<file path="src/common/sram_host_pkg.sv">
// Package for the static RAM host controller: pin groups, timing and states
package sram_host_pkg;
    localparam int ADDR_W      = 10;
    localparam int DATA_W      = 4;
    localparam int WORDS       = 1024;
    localparam int CLK_PERIOD_NS = 50;

    // Standard grade figures in ns
    localparam int ACCESS_NS       = 650;
    localparam int CYCLE_NS        = 650;
    localparam int INHIBIT_SETUP_NS = 150;
    localparam int WRITE_PULSE_NS  = 400;
    localparam int DATA_SETUP_NS   = 400;
    localparam int DATA_HOLD_NS    = 100;
    localparam int ADDR_HOLD_NS    = 50;
    localparam int ADDR_SETUP_NS   = 150;
    localparam int FLOAT_NS        = 150;
    localparam int RECOVERY_NS     = 650;

    // Least times round up to whole cycles, never below one
    function automatic int cyc_up(input int ns);
        int c;
        c = (ns + CLK_PERIOD_NS - 1) / CLK_PERIOD_NS;
        return (c < 1) ? 1 : c;
    endfunction : cyc_up

    localparam int ACCESS_CYC   = cyc_up(ACCESS_NS);
    localparam int INHIBIT_CYC  = cyc_up(INHIBIT_SETUP_NS);
    localparam int ADDR_SU_CYC  = cyc_up(ADDR_SETUP_NS);
    localparam int PULSE_CYC    = cyc_up(WRITE_PULSE_NS > DATA_SETUP_NS ?
                                         WRITE_PULSE_NS : DATA_SETUP_NS);
    localparam int HOLD_CYC     = cyc_up(DATA_HOLD_NS > ADDR_HOLD_NS ?
                                         DATA_HOLD_NS : ADDR_HOLD_NS);
    localparam int FLOAT_CYC    = cyc_up(FLOAT_NS);
    localparam int RECOVERY_CYC = cyc_up(RECOVERY_NS);
    localparam int CNT_W        = 8;

    // Pins driven toward the memory
    typedef struct packed {
        logic [ADDR_W-1:0] word_index;
        logic              select_active_low;
        logic              select_active_high;
        logic              read_not_write;
        logic              output_inhibit;
    } mem_ctrl_t;

    typedef enum logic [6:0] {
        ST_RETAIN  = 7'h01,
        ST_IDLE    = 7'h02,
        ST_RD_WAIT = 7'h04,
        ST_WR_INH  = 7'h08,
        ST_WR_PULSE = 7'h10,
        ST_WR_HOLD = 7'h20,
        ST_FLOAT   = 7'h40
    } host_state_t;
endpackage : sram_host_pkg

</file>
<file path="src/hw/sram_host.sv">
// Host controller that drives a 1024 x 4 asynchronous static RAM by its pins
`timescale 1ns/1ns
module sram_host #(
    parameter int ADDR_W = sram_host_pkg::ADDR_W,
    parameter int DATA_W = sram_host_pkg::DATA_W
) (
    input  wire logic              ref_clk_in,
    input  wire logic              rst_in,
    input  wire logic              req_valid_in,
    input  wire logic              req_write_in,
    input  wire logic [ADDR_W-1:0] req_addr_in,
    input  wire logic [DATA_W-1:0] req_wdata_in,
    input  wire logic              retain_in,
    output logic                   req_ready_out,
    output logic                   rsp_valid_out,
    output logic [DATA_W-1:0]      rsp_rdata_out,
    output sram_host_pkg::mem_ctrl_t mem_ctrl_out,
    input  wire logic [DATA_W-1:0] shared_data_lines_in,
    output logic [DATA_W-1:0]      shared_data_lines_out,
    output logic                   shared_data_lines_oe_out
);
    ////////////////////////////////////////////////////////////////////////
    // Largest load that the shared down-counter can hold
    localparam int CNT_MAX = (1 << sram_host_pkg::CNT_W) - 1;

    if (ADDR_W != sram_host_pkg::ADDR_W) begin : g_bad_addr_w
        $error("sram_host: address width must match the memory");
    end
    if (DATA_W != sram_host_pkg::DATA_W) begin : g_bad_data_w
        $error("sram_host: data width must match the memory");
    end
    if ((1 << ADDR_W) != sram_host_pkg::WORDS) begin : g_bad_words
        $error("sram_host: address width must reach every word");
    end
    // An overflowing load would silently cut a timing short
    if (sram_host_pkg::ACCESS_CYC > CNT_MAX) begin : g_bad_access
        $error("sram_host: access count exceeds the counter");
    end
    if (sram_host_pkg::INHIBIT_CYC > CNT_MAX) begin : g_bad_inhibit
        $error("sram_host: inhibit count exceeds the counter");
    end
    if (sram_host_pkg::PULSE_CYC > CNT_MAX) begin : g_bad_pulse
        $error("sram_host: pulse count exceeds the counter");
    end
    if (sram_host_pkg::HOLD_CYC > CNT_MAX) begin : g_bad_hold
        $error("sram_host: hold count exceeds the counter");
    end
    if (sram_host_pkg::FLOAT_CYC > CNT_MAX) begin : g_bad_float
        $error("sram_host: float count exceeds the counter");
    end
    if (sram_host_pkg::RECOVERY_CYC > CNT_MAX) begin : g_bad_recovery
        $error("sram_host: recovery count exceeds the counter");
    end

    ////////////////////////////////////////////////////////////////////////
    sram_host_pkg::host_state_t          state_r, state_nxt;
    logic [sram_host_pkg::CNT_W-1:0]     cnt_r, cnt_nxt;
    sram_host_pkg::mem_ctrl_t            ctrl_r, ctrl_nxt;
    logic [DATA_W-1:0]                   wdata_r, wdata_nxt;
    logic                                oe_r, oe_nxt;
    logic [DATA_W-1:0]                   rdata_r, rdata_nxt;
    logic                                rvalid_r, rvalid_nxt;

    always_comb begin
        state_nxt  = state_r;
        cnt_nxt    = (cnt_r != '0) ? cnt_r - 1'b1 : cnt_r;
        ctrl_nxt   = ctrl_r;
        wdata_nxt  = wdata_r;
        oe_nxt     = oe_r;
        rdata_nxt  = rdata_r;
        rvalid_nxt = 1'b0;
        case (state_r)
            sram_host_pkg::ST_RETAIN: begin
                ctrl_nxt.select_active_low  = 1'b1;
                ctrl_nxt.select_active_high = 1'b0;
                oe_nxt                      = 1'b0;
                // Requests wait here; ready stays low through recovery
                // recovery before access
                if (retain_in) begin
                    cnt_nxt = sram_host_pkg::CNT_W'(sram_host_pkg::RECOVERY_CYC);
                end else if (cnt_r == '0) begin
                    state_nxt = sram_host_pkg::ST_IDLE;
                end
            end
            sram_host_pkg::ST_IDLE: begin
                ctrl_nxt.select_active_low = 1'b1;
                ctrl_nxt.read_not_write    = 1'b1;
                ctrl_nxt.output_inhibit    = 1'b1;
                if (retain_in) begin
                    ctrl_nxt.select_active_high = 1'b0;
                    state_nxt = sram_host_pkg::ST_RETAIN;
                end else if (req_valid_in) begin
                    ctrl_nxt.word_index         = req_addr_in;
                    ctrl_nxt.select_active_low  = 1'b0;
                    ctrl_nxt.select_active_high = 1'b1;
                    wdata_nxt                   = req_wdata_in;
                    if (req_write_in) begin
                        cnt_nxt   = sram_host_pkg::CNT_W'(sram_host_pkg::INHIBIT_CYC);
                        state_nxt = sram_host_pkg::ST_WR_INH;
                    end else begin
                        ctrl_nxt.output_inhibit = 1'b0;
                        cnt_nxt   = sram_host_pkg::CNT_W'(sram_host_pkg::ACCESS_CYC);
                        state_nxt = sram_host_pkg::ST_RD_WAIT;
                    end
                end
            end
            sram_host_pkg::ST_RD_WAIT: begin
                if (cnt_r == '0) begin
                    rdata_nxt               = shared_data_lines_in;
                    rvalid_nxt              = 1'b1;
                    ctrl_nxt.output_inhibit = 1'b1;
                    ctrl_nxt.select_active_low = 1'b1;
                    cnt_nxt   = sram_host_pkg::CNT_W'(sram_host_pkg::FLOAT_CYC);
                    state_nxt = sram_host_pkg::ST_FLOAT;
                end
            end
            sram_host_pkg::ST_WR_INH: begin
                if (cnt_r == '0) begin
                    ctrl_nxt.read_not_write = 1'b0;
                    oe_nxt    = 1'b1;
                    cnt_nxt   = sram_host_pkg::CNT_W'(sram_host_pkg::PULSE_CYC);
                    state_nxt = sram_host_pkg::ST_WR_PULSE;
                end
            end
            sram_host_pkg::ST_WR_PULSE: begin
                if (cnt_r == '0) begin
                    // Rising direction ends the write while data still stands
                    ctrl_nxt.read_not_write = 1'b1;
                    cnt_nxt   = sram_host_pkg::CNT_W'(sram_host_pkg::HOLD_CYC);
                    state_nxt = sram_host_pkg::ST_WR_HOLD;
                end
            end
            sram_host_pkg::ST_WR_HOLD: begin
                if (cnt_r == '0) begin
                    oe_nxt                     = 1'b0;
                    ctrl_nxt.select_active_low = 1'b1;
                    rvalid_nxt                 = 1'b1;
                    state_nxt                  = sram_host_pkg::ST_IDLE;
                end
            end
            sram_host_pkg::ST_FLOAT: begin
                if (cnt_r == '0) begin
                    state_nxt = sram_host_pkg::ST_IDLE;
                end
            end
            default: begin
                // A corrupted state code recovers to idle
                state_nxt = sram_host_pkg::ST_IDLE;
            end
        endcase
    end

    ////////////////////////////////////////////////////////////////////////
    always_ff @(posedge ref_clk_in or posedge rst_in) begin
        if (rst_in) begin
            // Reset leaves the memory deselected and the bus released
            state_r  <= sram_host_pkg::ST_RETAIN;
            cnt_r    <= sram_host_pkg::CNT_W'(sram_host_pkg::RECOVERY_CYC);
            ctrl_r   <= '{word_index: '0, select_active_low: 1'b1,
                          select_active_high: 1'b0, read_not_write: 1'b1,
                          output_inhibit: 1'b1};
            wdata_r  <= '0;
            oe_r     <= 1'b0;
            rdata_r  <= '0;
            rvalid_r <= 1'b0;
        end else begin
            state_r  <= state_nxt;
            cnt_r    <= cnt_nxt;
            ctrl_r   <= ctrl_nxt;
            wdata_r  <= wdata_nxt;
            oe_r     <= oe_nxt;
            rdata_r  <= rdata_nxt;
            rvalid_r <= rvalid_nxt;
        end
    end

    ////////////////////////////////////////////////////////////////////////
    // Accepting only in idle keeps one access on the pins at a time
    assign req_ready_out            = (state_r == sram_host_pkg::ST_IDLE) && !retain_in;
    // Answer and pins come straight from flip-flops
    assign rsp_valid_out            = rvalid_r;
    assign rsp_rdata_out            = rdata_r;
    assign mem_ctrl_out             = ctrl_r;
    assign shared_data_lines_out    = wdata_r;
    assign shared_data_lines_oe_out = oe_r;
endmodule : sram_host

</file>
<file path="config.mk">
export PLATFORM = sky130hd
export DESIGN_NAME = sram_host
export DESIGN_NICKNAME = d
export VERILOG_FILES = /design/src/common/sram_host_pkg.sv /design/src/hw/sram_host.sv
export SDC_FILE = /design/constraint.sdc
export NUM_CORES = 1
export LEC_CHECK = 0
export BUFFER_PORTS_ARGS = -buffer_cell sky130_fd_sc_hd__buf_2
export CAP_MARGIN = 10
export CORE_ASPECT_RATIO = 0.75
export CORE_MARGIN = 2
export CORE_UTILIZATION = 40
export DETAILED_ROUTE_END_ITERATION = 8
export HOLD_SLACK_MARGIN = 0.05
export PLACE_DENSITY = 0.75
export SLEW_MARGIN = 10
export SYNTH_ARGS = -nofsm -noshare
export SYNTH_HDL_FRONTEND = slang
export SYNTH_SLANG_ARGS = --single-unit
</file>
<file path="constraint.sdc">
create_clock -name ref_clk_in -period 3.4 [get_ports ref_clk_in]
set_clock_uncertainty 0.05 [all_clocks]
set_input_delay 0.34 -clock ref_clk_in [delete_from_list [all_inputs] [get_ports ref_clk_in]]
set_output_delay 0.34 -clock ref_clk_in [all_outputs]
set_load 0.03 [all_outputs]
</file>
==> impl_metrics.ini <==
[clock_tree]
cts.repair.resized = 0
clkLatencyLatePin_ps = 300
clock-sinks = 39
cts-root-buf = clkbuf_8
htreeDepth = 2
numCtsBuffers = 5
cts_tree = built
cts_hold_buf = 0
ctsLongestPathBuffers = 2
clkTransAtPathRegs_ps = 80
cts_setup_buffers = 0

[placed_design]
place.gp.congestion = 0.9442
place_ws_ps = 763.6
placed_cell_area_um2 = 2256
io_buffers = 47
dp.final_hpwl_um = 3174

[detailed_routing]
ant_nets = 0
post_drt_via_cell_ratio = 5.490
drt_first_pass_iters = 5
vias = 1592
wl_per_cell_um = 14.80
drc = 0
routed_wl_um = 4293
dr.first_iter.drc_count = 161

[timing]
tns_ps = 0
finalCritPeriodShare_pct = 77.70
finalSetupViolations = 0
finalMaxSlewViolations = 0
fin_ws_ps = 758.3
min_period_ps = 2642
fmax_ghz = 0.3785
slew_headroom_pct = 55.12
tightest_slew_ps = 667.1
finalHoldViolations = 0
rsz0062_at_grt = false

[yosys]
synth_cell_types = 48
yosys_warnings = 0
synth_area_per_cell_um2 = 10.85
synth_top_cell_by_area = dfrtp_1
synth_edf_count = 0
synth.most_common_cell = dfrtp_1
synth_nets = 210
ys.flop_type = dfrtp_1
netlist_instances = 184
netlist_top_cells_area = dfrtp_1, dfstp_2, mux2_2
synthesis.area_um2 = 1996
yosys.area.top_type_share_pct = 40.13
synth-seq-cells = 39
synth-async-reset-ratio_pct = 100.0
synthTopCellsByCount = dfrtp_1, mux2_2, nand2_1
ys_seq_area_share_pct = 49.34

[global_routing]
grt_pass1_wl_um = 7224
grt_pass1_vias = 1454
grt_max_degree = 22
antenna_found_initial = 0
grtUsageTotal_pct = 16.74
overflow = 0

[critical_path]
crit_path_start_kind = flip-flop
cp.arrival_ps = 2810
criticalPathCategory = flip-flop to flip-flop
critPathCaptureType = flip-flop
worstPathRequired_ps = 3570
reg2reg_depth = 7
crit_fanout = 12

[run]
drv_cap = 0

[floorplanning]
coreArea_um2 = 4845
ioPinCount = 48
die_area_um2 = 5576
num_rows = 22
fp.dieH_um = 65.17
chipWidth_um = 85.56
start_util_pct = 41.19

[status]
status = complete, no violations

[finish]
final_nets = 255
register_area_um2 = 984.7
multi_input_area_um2 = 927.1
n_antenna_cell = 0
fin_area_um2 = 2371
fill_cells = 443
syn_to_final_growth_pct = 18.81
drive_gt1_share_pct = 39.57

[pwr]
vdd_drop_max_uv = 532.0
total_power_mw = 2.390
cellPowerDensity_nw_per_um2 = 1008
p_leak_nw = 1.090

[worst_hold_path]
hold_path.class = primary input to asynchronous set/reset pin
[per-layer routing]
metal	part of all wire (%)	GRT usage [%]	routed length, um
met1	47	25.59	2016
met2	42	21.97	1814
met3	9.5	4.899	409
met4	1.2	6.548	53
met5	0	0	0
[state kept, by name, indices dropped and copies added, names as in the netlist]
| name | cells |
|---|---|
| mem_ctrl_out | 14 |
| cnt_r | 8 |
| state_r | 7 |
| rsp_rdata_out | 4 |
| shared_data_lines_out | 4 |
| rsp_valid_out | 1 |
| shared_data_lines_oe_out | 1 |
[cell usage in the layout (no fill, tap or decap), types with 4 or more instances in the layout]
master and count:
nor2_1 10, nand2b_1 4, inv_1 6, nor2b_1 4, buf_2 47, xnor2_1 6
clkbuf_8 5, dfstp_2 7, nand2_1 13, mux2_2 14, dfrtp_1 32, nor3_1 8
o21ai_0 7, mux2_4 4, a21oi_1 8, nand3_1 7
[power breakdown]
part | internal [mW] | switching [mW]
Combinational | 0.465 | 0.694
Sequential | 0.674 | 0.162
Clock | 0.221 | 0.173
[cell type report]
class | count | share of cell area [%]
clock inverters | 3 | 1.953
flip-flops and latches | 39 | 41.53
repair buffers | 48 | 10.24
well taps | 60 | 3.166
multi-input cells | 128 | 39.10
inverters | 7 | 1.108
clock buffers | 5 | 2.902
[metrics by stage]
step           utilization [%]  hold WS, ps  instances
2_1_floorplan                -        400.1        184
3_3_place_gp             46.57        410.0        282
3_5_place_dp             46.57        419.9        282
4_1_cts                  48.94        106.1        290
5_1_grt                  48.94        144.6        290
6_report                 48.94        79.85        290
[critical path: stages (launching register included)]
cell,delay [ps]
dfrtp_1,400
or4_4,560
nor3_4,360
inv_2,190
ha_1,240
o311ai_0,350
nor3_1,70
or3_1,350
[logic make-up (layout without fill, tap and decap cells)]
| group | after synthesis | in the layout | synth area share (%) |
|---|---|---|---|
| XOR/XNOR | 7 | 7 | 3.072 |
| AND/OR/NAND/NOR | 65 | 65 | 18.18 |
| AO/OA/AOI/OAI | 32 | 32 | 10.91 |
| flip-flops | 39 | 39 | 49.34 |
| multiplexers | 21 | 21 | 12.41 |
| adder cells (fa/ha/maj) | 3 | 3 | 1.881 |
| buffers and inverters | 17 | 63 | 4.200 |
[worst paths after layout]
path                            startpoint          endpoint  slack (ps)
max                               cnt_r[6]          cnt_r[0]         760
min                                 rst_in  mem_ctrl_out[11]          80
min reg2reg                mem_ctrl_out[2]   mem_ctrl_out[2]         440
min in group ref_clk_in     req_addr_in[1]   mem_ctrl_out[5]         220
max in group asynchronous           rst_in          cnt_r[0]        2420
max reg2reg                       cnt_r[6]          cnt_r[0]         760
(Power assumes the default switching activity.)
